### config.mk
export PLATFORM = sky130hd
export DESIGN_NAME = ssb_port
export DESIGN_NICKNAME = d
export VERILOG_FILES = /design/src/ssb_fifo.sv /design/src/ssb_port.sv
export SDC_FILE = /design/constraint.sdc
export NUM_CORES = 1
export LEC_CHECK = 0
export CORE_MARGIN = 3
export CORE_UTILIZATION = 25
export CTS_CLUSTER_SIZE = 24
export DETAILED_ROUTE_END_ITERATION = 12
export DONT_BUFFER_PORTS = 1
export PLACE_DENSITY = 0.36
export SKIP_CTS_REPAIR_TIMING = 1
export SLEW_MARGIN = 25
export SYNTH_ARGS = -nofsm -noshare
export SYNTH_HDL_FRONTEND = slang
export SYNTH_SLANG_ARGS = --single-unit
### constraint.sdc
create_clock -name clk -period 3.35 [get_ports clk]
set_clock_uncertainty 0.1 [all_clocks]
set_input_delay 0.335 -clock clk [delete_from_list [all_inputs] [get_ports clk]]
set_output_delay 0.335 -clock clk [all_outputs]
set_load 0.05 [all_outputs]
### src/ssb_fifo.sv
/*
  ssb_pkg: shared constants of the serial port queue/interrupt/dma block.
  ssb_fifo: synchronous queue used for both transmit and receive data.
  assumes a single clock domain and an asynchronous active-low reset.
*/
package ssb_pkg;
  localparam int unsigned SSB_WIDTH        = 16;
  localparam int unsigned SSB_DEPTH        = 8;
  localparam int unsigned SSB_PTR_W        = 3;
  localparam int unsigned SSB_CNT_W        = 4;
  localparam logic [3:0]  SSB_TX_IRQ_LVL   = 4'h4;
  localparam logic [3:0]  SSB_RX_IRQ_LVL   = 4'h4;
  localparam logic [3:0]  SSB_DMA_BURST    = 4'h4;
  localparam logic [3:0]  SSB_BIT_LAST     = 4'hf;
  localparam logic [5:0]  SSB_TIMEOUT_BITS = 6'h20;
  localparam int unsigned SSB_CLK_MHZ      = 50;
  localparam int unsigned SSB_BIT_NS       = 160;
  localparam int unsigned SSB_BIT_CYC      = (SSB_BIT_NS * SSB_CLK_MHZ + 999) / 1000;
  localparam int unsigned SSB_IRQ_TX       = 3;
  localparam int unsigned SSB_IRQ_RX       = 2;
  localparam int unsigned SSB_IRQ_TO       = 1;
  localparam int unsigned SSB_IRQ_OR       = 0;
endpackage : ssb_pkg

`timescale 1ns/1ps
module ssb_fifo (
  // clock and reset
  input  wire logic                          clk,
  input  wire logic                          nrst,
  // fill side
  input  wire logic                          push,
  input  wire logic [ssb_pkg::SSB_WIDTH-1:0] wdata,
  // drain side
  input  wire logic                          pop,
  output logic      [ssb_pkg::SSB_WIDTH-1:0] rdata,
  // state
  output logic      [ssb_pkg::SSB_CNT_W-1:0] count,
  output logic                               full,
  output logic                               empty
);
  import ssb_pkg::*;

  logic [SSB_WIDTH-1:0] mem_q [SSB_DEPTH];
  logic [SSB_PTR_W-1:0] wr_q;
  logic [SSB_PTR_W-1:0] rd_q;
  logic [SSB_CNT_W-1:0] cnt_q;
  logic                 do_push;
  logic                 do_pop;

  assign full    = (cnt_q == SSB_CNT_W'(SSB_DEPTH));
  assign empty   = (cnt_q == '0);
  assign count   = cnt_q;
  assign rdata   = mem_q[rd_q];
  assign do_pop  = pop && !empty;
  // a push into a full queue is taken only when a word leaves in the same cycle
  assign do_push = push && (!full || do_pop);

  always_ff @(posedge clk) begin
    if (do_push) begin
      mem_q[wr_q] <= wdata;
    end
  end

  always_ff @(posedge clk or negedge nrst) begin
    if (!nrst) begin
      wr_q  <= '0;
      rd_q  <= '0;
      cnt_q <= '0;
    end else begin
      if (do_push) begin
        wr_q <= wr_q + 3'h1;
      end
      if (do_pop) begin
        rd_q <= rd_q + 3'h1;
      end
      if (do_push && !do_pop) begin
        cnt_q <= cnt_q + 4'h1;
      end else if (do_pop && !do_push) begin
        cnt_q <= cnt_q - 4'h1;
      end
    end
  end
endmodule : ssb_fifo

### src/ssb_port.sv
/*
  ssb_port: queue, interrupt and dma-request logic of a synchronous serial port,
  with a minimal slave shifter (clock idle low, capture on rising edge, 16-bit words).
  assumes the serial clock, frame select and data input pins are asynchronous and
  at least four system clocks per serial clock phase; all control bits are plain ports.
*/
`timescale 1ns/1ps

// Summary of operation
// - transmit queue of eight 16-bit words, same in master and slave use.
// - receive queue of eight 16-bit words, same in master and slave use.
// - four active-high sources, each maskable, ORed into one combined interrupt.
// - transmit source high while transmit queue holds four or fewer words.
// - transmit source also high while the port is disabled.
// - receive source high while receive queue holds four or more words.
// - timeout set when receive queue non-empty and link idle 32 bit periods.
// - timeout cleared by itself when a transfer starts with receive space free.
// - transfer into a full receive queue keeps timeout and raises overrun.
// - ninth word into full queue raises overrun; it and later words dropped.
// - a read during the ninth word lets it be stored without overrun.
// - writing one to timeout or overrun clear bit clears that flag.
// - raw and masked status flag exposed for each of the four sources.
// - separate transmit and receive dma enables gate the request outputs.
// - receive burst request when receive queue holds four filled words.
// - transmit burst request when transmit queue has four empty places.
// - a request holds until its clear input; may rise again after clear drops.
// - all requests low while port disabled or dma enable cleared.
// - no burst request for a leftover of three or fewer words.
// - transfer starts on the master's frame select while enabled; queued data only raises tx_start_pending.
module ssb_port #(
  parameter int unsigned BIT_CYC = ssb_pkg::SSB_BIT_CYC
) (
  // clock and reset
  input  wire logic                          clk,
  input  wire logic                          nrst,
  // control bits
  input  wire logic                          port_enable_bit,
  input  wire logic                          tx_dma_enable_bit,
  input  wire logic                          rx_dma_enable_bit,
  input  wire logic [3:0]                    irq_mask,
  input  wire logic                          timeout_clear_bit,
  input  wire logic                          overrun_clear_bit,
  // transmit queue write
  input  wire logic                          tx_wr_valid,
  input  wire logic [ssb_pkg::SSB_WIDTH-1:0] tx_wr_data,
  output logic                               tx_wr_ready,
  // receive queue read
  output logic                               rx_rd_valid,
  output logic      [ssb_pkg::SSB_WIDTH-1:0] rx_rd_data,
  input  wire logic                          rx_rd_ready,
  // status
  output logic      [3:0]                    irq_raw,
  output logic      [3:0]                    irq_masked,
  output logic                               combined_port_interrupt,
  output logic                               tx_start_pending,
  // dma handshake
  output logic                               tx_dma_burst_request,
  output logic                               rx_dma_burst_request,
  input  wire logic                          tx_dma_clear,
  input  wire logic                          rx_dma_clear,
  // link pins
  input  wire logic                          serial_clock_pin,
  input  wire logic                          frame_select_pin_n,
  input  wire logic                          data_in_pin,
  output logic                               data_out_pin,
  output logic                               data_out_oe_n
);
  import ssb_pkg::*;

  typedef enum logic [2:0] {
    SSB_IDLE  = 3'b001,
    SSB_SHIFT = 3'b010,
    SSB_WAIT  = 3'b100
  } ssb_state_t;

  function automatic logic ssb_at_least(input logic [SSB_CNT_W-1:0] cnt, input logic [3:0] lvl);
    ssb_at_least = (cnt >= lvl);
  endfunction : ssb_at_least

  // pin synchronisers
  logic [1:0] sck_sync_q;
  logic [1:0] fss_sync_q;
  logic [1:0] din_sync_q;
  logic       sck_prev_q;
  logic       fss_prev_q;

  always_ff @(posedge clk or negedge nrst) begin
    if (!nrst) begin
      sck_sync_q <= 2'h0;
      fss_sync_q <= 2'h3;
      din_sync_q <= 2'h0;
      sck_prev_q <= 1'b0;
      fss_prev_q <= 1'b1;
    end else begin
      sck_sync_q <= {sck_sync_q[0], serial_clock_pin};
      fss_sync_q <= {fss_sync_q[0], frame_select_pin_n};
      din_sync_q <= {din_sync_q[0], data_in_pin};
      sck_prev_q <= sck_sync_q[1];
      fss_prev_q <= fss_sync_q[1];
    end
  end

  logic sck_rise;
  logic sck_fall;
  logic fss_fall;
  assign sck_rise = sck_sync_q[1] && !sck_prev_q;
  assign sck_fall = !sck_sync_q[1] && sck_prev_q;
  assign fss_fall = !fss_sync_q[1] && fss_prev_q;

  // queues
  logic [SSB_WIDTH-1:0] tx_head;
  logic [SSB_CNT_W-1:0] tx_count;
  logic                 tx_full;
  logic                 tx_empty;
  logic                 tx_pop;
  logic [SSB_CNT_W-1:0] rx_count;
  logic                 rx_full;
  logic                 rx_empty;
  logic                 rx_push;
  logic                 rx_pop;
  logic [SSB_WIDTH-1:0] rx_sh_q;
  logic [SSB_WIDTH-1:0] rx_word;

  assign tx_wr_ready = !tx_full;
  assign rx_rd_valid = !rx_empty;
  assign rx_pop      = rx_rd_valid && rx_rd_ready;

  ssb_fifo u_tx_fifo (
    .clk   (clk),
    .nrst  (nrst),
    .push  (tx_wr_valid && tx_wr_ready),
    .wdata (tx_wr_data),
    .pop   (tx_pop),
    .rdata (tx_head),
    .count (tx_count),
    .full  (tx_full),
    .empty (tx_empty)
  );

  ssb_fifo u_rx_fifo (
    .clk   (clk),
    .nrst  (nrst),
    .push  (rx_push),
    .wdata (rx_word),
    .pop   (rx_pop),
    .rdata (rx_rd_data),
    .count (rx_count),
    .full  (rx_full),
    .empty (rx_empty)
  );

  // link sequencer
  ssb_state_t           state_q;
  logic [3:0]           bit_q;
  logic [SSB_WIDTH-1:0] tx_sh_q;
  logic                 start;
  logic                 frame_done;
  logic                 ovr_q;
  logic                 tout_q;

  // a slave cannot clock itself; the start is the master's select alone, waiting data only raises tx_start_pending
  assign tx_start_pending = port_enable_bit && !tx_empty;
  assign start            = (state_q == SSB_IDLE) && port_enable_bit && fss_fall;
  assign tx_pop           = start && !tx_empty;
  assign frame_done       = (state_q == SSB_SHIFT) && sck_rise && (bit_q == SSB_BIT_LAST);
  assign rx_word          = {rx_sh_q[SSB_WIDTH-2:0], din_sync_q[1]};
  // a word read out during reception frees the place for the ninth word
  assign rx_push          = frame_done && !ovr_q && (!rx_full || rx_pop);

  always_ff @(posedge clk or negedge nrst) begin
    if (!nrst) begin
      state_q <= SSB_IDLE;
    end else begin
      unique case (state_q)
        SSB_IDLE: begin
          if (start) begin
            state_q <= SSB_SHIFT;
          end
        end
        SSB_SHIFT: begin
          if (fss_sync_q[1] || !port_enable_bit) begin
            state_q <= SSB_IDLE;
          end else if (frame_done) begin
            state_q <= SSB_WAIT;
          end
        end
        SSB_WAIT: begin
          if (fss_sync_q[1] || !port_enable_bit) begin
            state_q <= SSB_IDLE;
          end
        end
      endcase
    end
  end

  always_ff @(posedge clk or negedge nrst) begin
    if (!nrst) begin
      bit_q   <= 4'h0;
      tx_sh_q <= '0;
      rx_sh_q <= '0;
    end else if (start) begin
      bit_q   <= 4'h0;
      // an empty queue sends zeros rather than stale data
      tx_sh_q <= tx_empty ? '0 : tx_head;
    end else if (state_q == SSB_SHIFT) begin
      if (sck_rise) begin
        rx_sh_q <= rx_word;
        bit_q   <= bit_q + 4'h1;
      end
      if (sck_fall) begin
        tx_sh_q <= {tx_sh_q[SSB_WIDTH-2:0], 1'b0};
      end
    end
  end

  always_ff @(posedge clk or negedge nrst) begin
    if (!nrst) begin
      data_out_pin  <= 1'b0;
      data_out_oe_n <= 1'b1;
    end else begin
      data_out_pin  <= tx_sh_q[SSB_WIDTH-1];
      data_out_oe_n <= (state_q == SSB_IDLE);
    end
  end

  // bit-period tick and idle counter
  logic [7:0] div_q;
  logic       bit_tick;
  logic [5:0] idle_q;
  logic       link_idle;
  logic       tout_set;
  logic       ovr_set;

  assign bit_tick  = (div_q == 8'(BIT_CYC - 1));
  assign link_idle = (state_q == SSB_IDLE) && fss_sync_q[1];
  assign tout_set  = link_idle && !rx_empty && bit_tick && (idle_q == SSB_TIMEOUT_BITS - 6'h1);
  // set does not look at the flag, so a loss in the clearing cycle still wins over the clear
  assign ovr_set   = frame_done && rx_full && !rx_pop;

  always_ff @(posedge clk or negedge nrst) begin
    if (!nrst) begin
      div_q <= 8'h0;
    end else begin
      div_q <= bit_tick ? 8'h0 : div_q + 8'h1;
    end
  end

  always_ff @(posedge clk or negedge nrst) begin
    if (!nrst) begin
      idle_q <= 6'h0;
    end else if (!link_idle || rx_empty || tout_set) begin
      idle_q <= 6'h0;
    end else if (bit_tick) begin
      idle_q <= idle_q + 6'h1;
    end
  end

  // sticky flags; a new event beats a clear in the same cycle
  always_ff @(posedge clk or negedge nrst) begin
    if (!nrst) begin
      tout_q <= 1'b0;
    end else if (tout_set) begin
      tout_q <= 1'b1;
    end else if (timeout_clear_bit || (start && !rx_full)) begin
      tout_q <= 1'b0;
    end
  end

  always_ff @(posedge clk or negedge nrst) begin
    if (!nrst) begin
      ovr_q <= 1'b0;
    end else if (ovr_set) begin
      ovr_q <= 1'b1;
    end else if (overrun_clear_bit) begin
      ovr_q <= 1'b0;
    end
  end

  // interrupt sources
  assign irq_raw[SSB_IRQ_TX]     = !port_enable_bit || !ssb_at_least(tx_count, SSB_TX_IRQ_LVL + 4'h1);
  assign irq_raw[SSB_IRQ_RX]     = ssb_at_least(rx_count, SSB_RX_IRQ_LVL);
  assign irq_raw[SSB_IRQ_TO]     = tout_q;
  assign irq_raw[SSB_IRQ_OR]     = ovr_q;
  assign irq_masked              = irq_raw & irq_mask;
  assign combined_port_interrupt = |irq_masked;

  // dma requests; a partial burst never reaches the watermark so is never requested
  logic tx_cond;
  logic rx_cond;
  assign rx_cond = ssb_at_least(rx_count, SSB_DMA_BURST);
  assign tx_cond = ssb_at_least(4'(SSB_DEPTH) - tx_count, SSB_DMA_BURST);

  always_ff @(posedge clk or negedge nrst) begin
    if (!nrst) begin
      rx_dma_burst_request <= 1'b0;
    end else if (!port_enable_bit || !rx_dma_enable_bit || rx_dma_clear) begin
      rx_dma_burst_request <= 1'b0;
    end else if (rx_cond) begin
      rx_dma_burst_request <= 1'b1;
    end
  end

  always_ff @(posedge clk or negedge nrst) begin
    if (!nrst) begin
      tx_dma_burst_request <= 1'b0;
    end else if (!port_enable_bit || !tx_dma_enable_bit || tx_dma_clear) begin
      tx_dma_burst_request <= 1'b0;
    end else if (tx_cond) begin
      tx_dma_burst_request <= 1'b1;
    end
  end

  // checks
  a_irq_combine: assert property (@(posedge clk) disable iff (!nrst)
    combined_port_interrupt == |(irq_raw & irq_mask)) else $error("combined interrupt mismatch");
  a_tx_irq_level: assert property (@(posedge clk) disable iff (!nrst)
    (port_enable_bit && tx_count <= 4'h4) |-> irq_raw[SSB_IRQ_TX]) else $error("tx source missing");
  a_tx_irq_off: assert property (@(posedge clk) disable iff (!nrst)
    (!port_enable_bit) |-> irq_raw[SSB_IRQ_TX]) else $error("tx source low while disabled");
  a_rx_irq_level: assert property (@(posedge clk) disable iff (!nrst)
    irq_raw[SSB_IRQ_RX] == (rx_count >= 4'h4)) else $error("rx source wrong");
  a_timeout_set: assert property (@(posedge clk) disable iff (!nrst)
    (link_idle && !rx_empty && bit_tick && idle_q == 6'h1f) |=> tout_q) else $error("timeout not set");
  a_timeout_auto: assert property (@(posedge clk) disable iff (!nrst)
    (start && !rx_full) |=> !tout_q) else $error("timeout not cleared at start");
  a_overrun_set: assert property (@(posedge clk) disable iff (!nrst)
    (frame_done && rx_full && !rx_pop) |=> ovr_q) else $error("overrun not raised");
  a_overrun_drop: assert property (@(posedge clk) disable iff (!nrst)
    (frame_done && ovr_q) |-> !rx_push) else $error("word stored during overrun");
  a_ninth_kept: assert property (@(posedge clk) disable iff (!nrst)
    (frame_done && !ovr_q && rx_full && rx_pop) |=> (!ovr_q && rx_full)) else $error("ninth word lost");
  a_overrun_clr: assert property (@(posedge clk) disable iff (!nrst)
    (overrun_clear_bit && !ovr_set) |=> !ovr_q) else $error("overrun clear ignored");
  a_dma_hold: assert property (@(posedge clk) disable iff (!nrst)
    (rx_dma_burst_request && port_enable_bit && rx_dma_enable_bit && !rx_dma_clear)
      |=> rx_dma_burst_request) else $error("rx request dropped early");
  a_dma_off: assert property (@(posedge clk) disable iff (!nrst)
    (!port_enable_bit) |=> (!tx_dma_burst_request && !rx_dma_burst_request)) else $error("request while off");
  a_rx_dma_rise: assert property (@(posedge clk) disable iff (!nrst)
    $rose(rx_dma_burst_request) |-> $past(rx_count) >= 4'h4) else $error("rx request below watermark");
  a_tx_dma_rise: assert property (@(posedge clk) disable iff (!nrst)
    $rose(tx_dma_burst_request) |-> $past(tx_count) <= 4'h4) else $error("tx request below watermark");
endmodule : ssb_port

After elaboration in Yosys (flattened, before gate mapping):

Memory sizes are Yosys's and may differ from the RTL's.
Cells that the tools add are included.

* $add $sub $neg: 12
* multiply operators: 0
* div/mod/pow operators: 0
* magnitude comparators: 3
* equal/unequal tests: 11
* shift operators: 0
* muxes and demuxes: 31
* bitwise operators: 2
* reductions and logical operators: 75

Operators with widths (count)
* $mux W16: 4
* $logic_and A1 B1 Y1: 28
* $mux W4: 7
* $reduce_bool A2 Y1: 10
* $logic_not A1 Y1: 18
* $add A3 B1 Y3 const B: 4
* $add A4 B1 Y4 const B: 3
* $eq A4 B4 Y1 const B: 3
* $ge A4 B3 Y1 const B: 3
* $logic_or A1 B1 Y1: 12
* $mux W1: 12
* $mux W3: 4
* $mux W6: 2
* $pmux W3 S3: 1
* $add A8 B1 Y8 const B: 1
* $eq A8 B3 Y1 const B: 1
* $logic_not A4 Y1: 2
* $mux W8: 1
* $sub A4 B1 Y4 const B: 2
* $add A6 B1 Y6 const B: 1
* $eq A6 B5 Y1 const B: 1
* $reduce_and A3 Y1: 2
* $and A4 B4 Y4: 1
* $ne A2 B2 Y1 const B: 2
* 8 further kinds: 9

* bits in registers: 86
* bits in latches: 0
* memory bits (writable): 256
* ROM bits: 0
* input bits: 34
* output and inout port bits: 32
* word-level logic and storage cells: 159
* memories kept: 2

Memory list
* u_rx_fifo.mem_q: depth 8, width 16, read ports 1, clocked after Yosys merged registers in 0, wr ports 1, line ssb_fifo.sv:43 `logic [SSB_WIDTH-1:0] mem_q [SSB_DEPTH];`
* u_tx_fifo.mem_q: depth 8, width 16, read ports 1, clocked after Yosys merged registers in 0, wr ports 1, line ssb_fifo.sv:43

Longest topological paths before layout:

Gate-level depths: netlist of run 1.

* word-level depth: 11
* mapped depth: 12
* gate-level depth less buffers: 12

Hierarchy:

A second synthesis of run 1 with hierarchy kept.

* cells, all modules: 779
* area total of the unflattened synthesis: 13880.8 um2

Modules (own cells, without submodules)
* ssb_fifo: instances 2, cells an instance 249, area each 5456.5 um2
* ssb_port: instances 1, cells an instance 281, area each 2967.8 um2

Worst setup path before layout of run 1:

No wires, ideal clock.

* kind: flip-flop to flip-flop
* start point: reg state_q[2]
* end point: mem u_rx_fifo.mem_q[4][0], enable pin
* arrival time: 3.030 ns
* data required time: 2.814 ns
* path slack: -0.216 ns
* stages on the path, launching flop included: 5
* clock period less this slack: 3.566 ns
* cells stage by stage: dfrtp_1 -> or3b_1 -> nor3_2 -> nand2_1 -> nor4b_1

* longest elaborated chain between the ends: 8

Ends and longest elaborated chain
* start: declaration: line ssb_port.sv:153 `ssb_state_t state_q;`
* start signal: assignment: line ssb_port.sv:172 `state_q <= SSB_IDLE;`
* start signal: assignment: line ssb_port.sv:177 `state_q <= SSB_SHIFT;`
* start signal: assignment: line ssb_port.sv:182 `state_q <= SSB_IDLE;`
* $eq A3 B2 Y1: line ssb_port.sv:165 `assign frame_done = (state_q == SSB_SHIFT) && sck_rise && (bit_q == SSB_BIT_LAST);`
* $logic_and A1 B1 Y1 (2 in series): line ssb_port.sv:165
* $logic_and A1 B1 Y1 (2 in series): line ssb_port.sv:168 `assign rx_push = frame_done && !ovr_q && (!rx_full || rx_pop);`
* $logic_and A1 B1 Y1: line ssb_fifo.sv:56 `assign do_push = push && (!full || do_pop);`
* $mux W1: line ssb_fifo.sv:59 `if (do_push) begin`
* $mux W1 (implied by the code): line ssb_fifo.sv:60 `mem_q[wr_q] <= wdata;`
* end: declaration: line ssb_fifo.sv:43

Every way passes these cells.

Worst setup path in the final report of run 1:

* start point: reg state_q[2]
* end point: reg u_rx_fifo.cnt_q[3], in the netlist u_rx_fifo.count[3]

* longest elaborated chain between the ends: 9
* elaborated cells between the ends (all ways): 11

Ends and longest elaborated chain
* $eq A3 B2 Y1 *: line ssb_port.sv:165
* $logic_and A1 B1 Y1 * (2 in series): line ssb_port.sv:165
* $logic_and A1 B1 Y1 * (2 in series): line ssb_port.sv:168
* $logic_and A1 B1 Y1 *: line ssb_fifo.sv:56
* via u_rx_fifo.do_push: line ssb_fifo.sv:47 `logic do_push;`
* $logic_not A1 Y1: line ssb_fifo.sv:78 `end else if (do_pop && !do_push) begin`
* $logic_and A1 B1 Y1: line ssb_fifo.sv:78
* $reduce_bool A2 Y1 (no source line)
* end signal: assignment: line ssb_fifo.sv:77 `cnt_q <= cnt_q + 4'h1;`
* end signal: assignment: line ssb_fifo.sv:79 `cnt_q <= cnt_q - 4'h1;`
* end: declaration: line ssb_fifo.sv:46 `logic [SSB_CNT_W-1:0] cnt_q;`

The timed path passes the listed nets; every way through them passes the cells marked *.
A chain may end at the register's enable or synchronous reset.

==> results of run 1 <==
routing by layer:
metal / wire, um / global-route usage (%)
met1: 12300 / 12.4
met3: 1170 / 2.59
met4: 881 / 3.75
met2: 16800 / 20.4
met5: 13 / 0
state kept, by name (all words and copies together), names as in the netlist, 2 cells and up:
signal and cells:
u_rx_fifo.mem_q 128, u_tx_fifo.mem_q 128, tx_sh_q 16, rx_sh_q 15, div_q 8, idle_q 6, bit_q 4, u_rx_fifo.count 4
u_tx_fifo.count 4, state_q 3, u_rx_fifo.rd_q 3, u_rx_fifo.wr_q 3, u_tx_fifo.rd_q 3, u_tx_fifo.wr_q 3, din_sync_q 2, fss_sync_q 2
sck_sync_q 2
cells in the final DEF, fill, tap and decap left out, types with 4 or more instances in the layout:
cell / netlist / final
edfxtp_1: 256 / 256
dfrtp_1: 81 / 79
mux4_2: 64 / 64
mux2_2: 52 / 52
clkbuf_16: 0 / 43
buf_4: 3 / 33
nor2_1: 30 / 30
dlygate4sd3_1: 0 / 28
nand2_1: 21 / 21
nand3_1: 15 / 15
xnor2_1: 15 / 15
a21oi_1: 13 / 13
ha_1: 13 / 13
clkbuf_1: 13 / 13
inv_1: 12 / 12
and2_1: 10 / 10
nor3_1: 15 / 10
o21ai_0: 11 / 10
a22oi_2: 8 / 8
a21oi_2: 8 / 8
a22oi_1: 7 / 7
bufinv_16: 0 / 7
xor2_1: 6 / 6
nand2b_1: 6 / 6
clkinv_2: 0 / 6
mux2i_1: 5 / 5
dfstp_2: 5 / 5
nand3b_1: 4 / 4
nor3_2: 1 / 4
clkbuf_8: 0 / 4
critical path, stage by stage (launching register included):
cell and delay [ns]:
dfrtp_1 0.45, or3b_1 0.50, nor3_2 0.29, nand2_1 0.11, inv_1 0.08, ha_1 0.21
inv_1 0.13, ha_1 0.30, a21o_1 0.22, a21oi_1 0.18, mux2i_1 0.28, o31ai_1 0.14
worst max-delay path by stage:
stage / startpoint / end / cells past startpoint
finish: state_q[2] / u_rx_fifo.count[3] / 11
global route: state_q[2] / u_rx_fifo.count[3] / 11
CTS: u_rx_fifo.count[3] / combined_port_interrupt / 5
detailed placement: state_q[2] / u_rx_fifo.count[3] / 11
global placement: state_q[2] / u_rx_fifo.count[3] / 10
floorplan: u_tx_fifo.count[0] / combined_port_interrupt / 4
final cells by class:
type	count	area (sq um)	share of cell area (%)
Inverter	12	45.0	0.272
Timing Repair Buffer	65	616	3.71
Sequential cell	342	9850	59.4
Tap cell	696	871	5.25
Multi-Input combinational cell	351	3740	22.6
Clock inverter	17	269	1.62
Clock buffer	60	1180	7.12
Antenna cell	2	5.00	0.0302
power groups by stage:
stage / Combinational [mW] / Clock, mW / Sequential, mW
6_report: 3.63 / 4.71 / 5.74
3_5_place_dp: 3.67 / 0 / 5.83
5_1_grt: 3.93 / 5.04 / 5.82
4_1_cts: 3.68 / 4.87 / 5.75
2_1_floorplan: 2.90 / 0 / 5.60
3_3_place_gp: 3.59 / 0 / 5.78
per-stage QoR:
stage / utilization (%) / setup slack, ns / area, sq um
2_1_floorplan: - / 0.107 / 13700
3_3_place_gp: 27.4 / 0.353 / 14800
3_5_place_dp: 27.4 / 0.272 / 14800
4_1_cts: 30.0 / 0.220 / 16300
5_1_grt: 30.6 / 0.0322 / 16600
6_report: 30.6 / 0.198 / 16600
cells by family after synthesis:
family                   after synthesis  synth area share [%]
flip-flops                           342                  71.7
AND/OR/NAND/NOR                      129                  5.10
multiplexers                         121                  15.1
AO/OA/AOI/OAI                         65                  3.60
buffers and inverters                 45                  1.69
XOR/XNOR                              21                  1.34
adder cells (fa/ha/maj)               15                  1.48
==> run summary, run 1 <==
Yosys mapped a number of flops with a built-in enable equal to 256. The time the final worst path needs with I/O delays and setup is 3.15 ns. The critical path data required time is 3.64 ns. The hold violation total from the final report was 0.

In this run the static leakage power is 5.70 nW. The number of nets handed over by synthesis was 787. From synthesis to final layout, the design area changed by 20.7%. The fraction of power spent switching nets is 30.9%. The area enclosed by the die boundary is 57800 sq um. The horizontal extent of the die came out at 240 um. The maximum number of pins on one net before global-route repair is 87. The worst slew margin relative to its limit came out at 50.0%. For hold timing, the worst endpoint is u_tx_fifo.wr_q[0]. The sequential area share after synthesis is 71.7%.

The number of cells on the worst hold path came out at 2. The gate count of the mapped netlist came out at 738. The internal power component is 9.73 mW. The detailed-route wire length per cell came out at 20.2 um. The worst slack on hold paths came out at 0.0779 ns.

The total routing usage reported by global routing is 11.0%. In this run the power spent charging and discharging nets is 4.35 mW. The number of antenna violations at the first check in global routing came out at 4. The launching element type of the critical path is a flop. The count of fill cells added during filler insertion is 5266.

The sum of internal, switching and leakage power is 14.1 mW. In this run the most critical hold path is launched from tx_wr_valid. The average footprint of a synthesized cell came out at 18.6 sq um.

The achievable clock frequency came out at 317 MHz. The worst path arrival time came out at 3.45 ns. The number of port buffers is 0. For this run, the detailed router's first-pass iteration total came to 4. The worst register-to-register path ends at u_rx_fifo.count[3]. The sum of overflow across all layers after global routing is 0.

The routed via count divided by cell count is 4.45. Per report_power, the combinational group accounts for 25.8% of the total. For the worst-skew pair, the clock arrives at the later sink with an insertion delay of 0.55 ns. The power share of the clock group is 33.5%.

The async set or reset register ratio after synthesis is 25.1%. The clock tree buffer depth came out at 3. Ranked by instance count, the synthesized netlist is headed by edfxtp_1 (256), dfrtp_1 (81), mux4_2 (64). The worst path uses 94.1% of the clock period. Of the post-synthesis cell area, the dominant cell type holds 56.0%. By area the synthesized netlist is led by edfxtp_1 (56%), dfrtp_1 (15%), mux4_2 (10%), mux2_2 (4.3%), ha_1 (1.2%).

The wire length of the first global-routing pass is 47000 um. The post-route antenna net violation count is 0. The max-cap violation count came out at 0. The slew of the pin with the lowest slew margin came out at 0.750 ns. The effective utilization at floorplan is 25.4%. The worst register-to-register path begins at state_q[2]. VDD sags by at most 0.000374 V. The area of the placeable core is 54100 sq um. The flow ran to the end, and the final reports show no timing, DRC or antenna violations. The post-DP HPWL came out at 18400 um. The kind of critical path is reg -> reg.

The cell area power density is 849 nW/um^2. The number of cells on the worst reg-to-reg path came out at 11. The part of the total power dissipated in sequential elements is 40.7%. The final setup violation count came out at 0. The count of cells in the finished layout, fillers not included, comes to 1545. Counting flops and latches in the post-synthesis netlist gives 342. The most common cell in the synthesized netlist is edfxtp_1. The clock tree synthesis step divided the H-tree into 2 levels. The biggest area consumer among synthesized cells is edfxtp_1. STA classifies the critical path endpoint as a flop.

The die outline height came out at 240 um. In this run, the number of DRC markers left after iteration 0 of detailed routing was 300. The residual DRC count is 0. Summing every instance area after synthesis gives 13700 sq um. At the end of routability-driven placement, the weighted congestion stood at 0.733.

Clock tree synthesis found a total of 342 sinks. 66 I/O pins were placed. The count of nets after finishing is 863. The post-route setup TNS came out at 0 ns.

The worst hold path belongs to the class in -> reg. The number of different library cells in the post-synthesis netlist is 55. Among all flip-flop cells after synthesis, the most frequent one is edfxtp_1. The worst reg-to-reg setup slack came out at 0.20 ns. The sum of routed wire length over all layers is 31200 um. The floorplan has 85 rows.

CTS placed an instance of clkbuf_16 at the clock tree root. The largest driver fanout on the critical path is 8. The detailed-route via count is 6870.

Setup repair after global routing left no endpoint under its margin. The TritonCTS clock tree is built. The total number of yosys warnings is 0.

After detailed placement, the design holds a cell count of 1437. The number of slew-limit violations in the final report is 0. The number of global-route vias before repair came out at 7475. The clock buffer count from CTS came out at 42. The clock slew seen by the registers of the worst setup and hold paths came out at 0.06 ns. The fraction of layout instances using a drive strength above 1 is 30.1%.
Power figures use the tool's default switching activity.
==> run 2, diff against run 1 <==
--- a/config.mk
+++ b/config.mk
@@ -5,6 +5,7 @@
 export SDC_FILE = /design/constraint.sdc
 export NUM_CORES = 1
 export LEC_CHECK = 0
+export CORE_ASPECT_RATIO = 1.2
 export CORE_MARGIN = 3
 export CORE_UTILIZATION = 25
 export CTS_CLUSTER_SIZE = 24
==> run summary, run 2 (synthesis results as in run 1) <==
Walking the worst path, the cells encountered are or2_2 > buf_4 > and2_1 > or4_1. The wire length of the first global-routing pass is 46600 um (-0.98%). The final standard cell count with taps included and fillers excluded came out at 1557 (+0.78%). The number of slew-limit violations in the final report came to 0 (unchanged). The max-cap violation count was 0 (unchanged). The min-delay analysis places its worst path in the category in -> reg. The cell with the biggest individual delay on the critical path is or4_1. The boundary pin count is 66 (unchanged). The worst slack on hold paths came out at 0.0965 ns (+0.0186 ns). The worst stage delay on the critical path was 0.85 ns (+0.35 ns). The H-tree depth came out at 2 (unchanged). The post-DP HPWL is 18900 um (+2.6%). The sum of routed wire length over all layers is 30900 um (-0.85%).

The largest registers in the layout are u_rx_fifo.mem_q x128, u_tx_fifo.mem_q x128, tx_sh_q x16. The worst slew margin relative to its limit came to 26.8% (-23 points). The switching power came out at 4.32 mW (-0.71%).

STA classifies the critical path startpoint as a flop. The number of port buffers came to 0 (unchanged). The largest driver fanout on the critical path is 5 (-3). The final setup violation count came out at 0 (unchanged). The area enclosed by the die boundary came out at 57800 sq um (about the same). The CTS sink count is 342 (unchanged). The last weighted congestion value of the routability-driven placer is 0.696 (-5.1%). The internal power component is 9.53 mW (-2.0%).

The peak supply drop is 0.000394 V (+5.3%). The number of antenna violations at the first check in global routing came out at 3 (-1). The die outline height is 263 um (+9.3%). The worst path arrival time came out at 2.70 ns (-0.75 ns). The insertion delay of the later-clocked pin in the worst-skew pair came out at 0.55 ns (about the same). The cell area power density was 840 nW/um^2 (-1.1%). TritonCTS built the clock tree. The post-route antenna net violation count came out at 0 (unchanged). The storage element area is 9850 sq um (unchanged). The library cell used most frequently in the layout, excluding fill and tap cells, is edfxtp_1. The number of global-route vias before repair is 7269 (-2.8%).

The combinational fraction of design power is 25.3% (-0.5 points). The horizontal extent of the die came out at 220 um (-8.5%). The post-placement cell count is 1451 (+0.97%). Clock tree synthesis selected as its root buffer the cell clkbuf_16. The detailed-route via count is 6804 (-0.96%). The number of optimization iterations in the first detailed-route pass is 6 (+2).

The kind of critical path is reg -> out. The power share of the clock group came out at 32.8% (-0.7 points). The run finished with clean final reports.

The effective utilization at floorplan came out at 25.4% (+0.066 points). The routed via count divided by cell count came out at 4.37 (-1.7%). The clock slew seen by the registers of the worst setup and hold paths was 0.06 ns (about the same). The critical path data required time came out at 2.91 ns (-0.73 ns).

The site row count is 93 (+9.4%). The area of the placeable core is 54000 sq um (-0.26%). The signed area change from the synthesized netlist to the final layout is 20.1%.

The DRC marker count from the first detailed-route iteration came to 374 (+25%). The clock tree buffer depth is 3 (unchanged). The part of the total power dissipated in sequential elements came to 41.9% (+1.2 points). The maximum number of pins on one net before global-route repair is 87 (unchanged). The residual DRC count came to 0 (unchanged).

The slew of the pin with the lowest slew margin is 1.10 ns (+0.346 ns). The sum of overflow across all layers after global routing is 0 (unchanged). The sum of internal, switching and leakage power is 13.8 mW (-1.6%). The count of nets after finishing came out at 860 (-0.35%). The area of the multi-input gates came to 3740 sq um (unchanged). The clock buffer count from CTS is 41 (-2.4%).

The worst setup path is captured at an output pin. The detailed-route wire length per cell is 19.9 um (-1.6%). The achievable clock frequency was 319 MHz (+0.68%). The critical path buffer and inverter count came to 1 (-1). The fraction of power spent switching nets came out at 31.2% (+0.29 points). The fraction of layout instances using a drive strength above 1 is 29.5% (-0.65 points).

The cell family contributing the most delay on the critical path is simple AND/OR/NAND/NOR gates. The share of the clock period used by the worst path came out at 93.5% (-0.64 points). The count of fill cells added during filler insertion is 5287 (+0.40%). The reported leakage power is 5.65 nW (-0.87%).

The total routing usage reported by global routing came out at 10.9% (-0.14 points). The post-route setup TNS is 0 ns (unchanged). The library cells used most frequently in the layout, excluding fill and tap cells, are edfxtp_1 (256), dfrtp_1 (79), mux4_2 (64), mux2_2 (52), clkbuf_16 (43).

The time the final worst path needs with I/O delays and setup came out at 3.13 ns (-0.0213 ns). The hold violation total from the final report is 0 (unchanged). Setup repair after global routing left no endpoint under its margin.
## run 2: cell count changes in the layout (fill, tap and decap cells not counted)
cell / delta
diode_2: +1
bufinv_16: -1
clkbuf_8: -2
clkinv_4: -1
buf_12: -2
clkbuf_1: -6
clkinv_2: -1
clkinv_1: +8
## run 2: worst paths after layout
check | start | end | slack [ns] | cells past startpoint
worst max-delay path | u_rx_fifo.count[3] | combined_port_interrupt | 0.22 | 4
worst min register to register | din_sync_q[0] | din_sync_q[1] | 0.25 | 0
min in group asynchronous | nrst | u_rx_fifo.rd_q[2] | 0.26 | 2
max in group asynchronous | nrst | fss_sync_q[0] | 2.48 | 2
worst min-delay path | port_enable_bit | state_q[0] | 0.1 | 2
worst max register to register | state_q[2] | u_rx_fifo.count[3] | 0.26 | 10
## run 2: metal layers
metal	global-route usage, %	wire length [um]
met1	12.7	12500
met2	19.0	16000
met3	2.64	1250
met4	4.60	1210
met5	0	0
## run 2: final cells by class
cell class,count,share of cell area (%)
multi-input cells,351,22.7
repair buffers,63,3.49
clock buffers,52,6.85
well taps,712,5.40
diodes,3,0.0455
inverters,12,0.273
clock inverters,22,1.55
flip-flops and latches,342,59.7
## run 2: worst reg2reg max path, cell delays in order, from the launching register on
cell and delay (ns):
dfrtp_1 0.45, or3b_1 0.50, nor3_2 0.29, nand2_1 0.12, inv_1 0.08, ha_1 0.22, inv_1 0.13, ha_1 0.28
a21o_1 0.21, a2111oi_0 0.44, o31ai_1 0.15
## run 2: power by group through the flow
stage	clock network (mW)	logic (mW)	registers [mW]
final	4.55	3.50	5.80
after global routing	4.90	3.80	5.89
after CTS	4.71	3.54	5.82
after detailed placement	0	3.53	5.91
after global placement	0	3.48	5.85
after floorplan	0	2.90	5.60
## run 2: through the flow
stage          area (sq um)  setup WS, ns  util, %
2_1_floorplan         13700         0.107        -
5_1_grt               16500        0.0417     30.6
3_5_place_dp          14800         0.322     27.4
6_report              16500         0.219     30.6
4_1_cts               16200         0.169     30.0
3_3_place_gp          14800         0.432     27.4
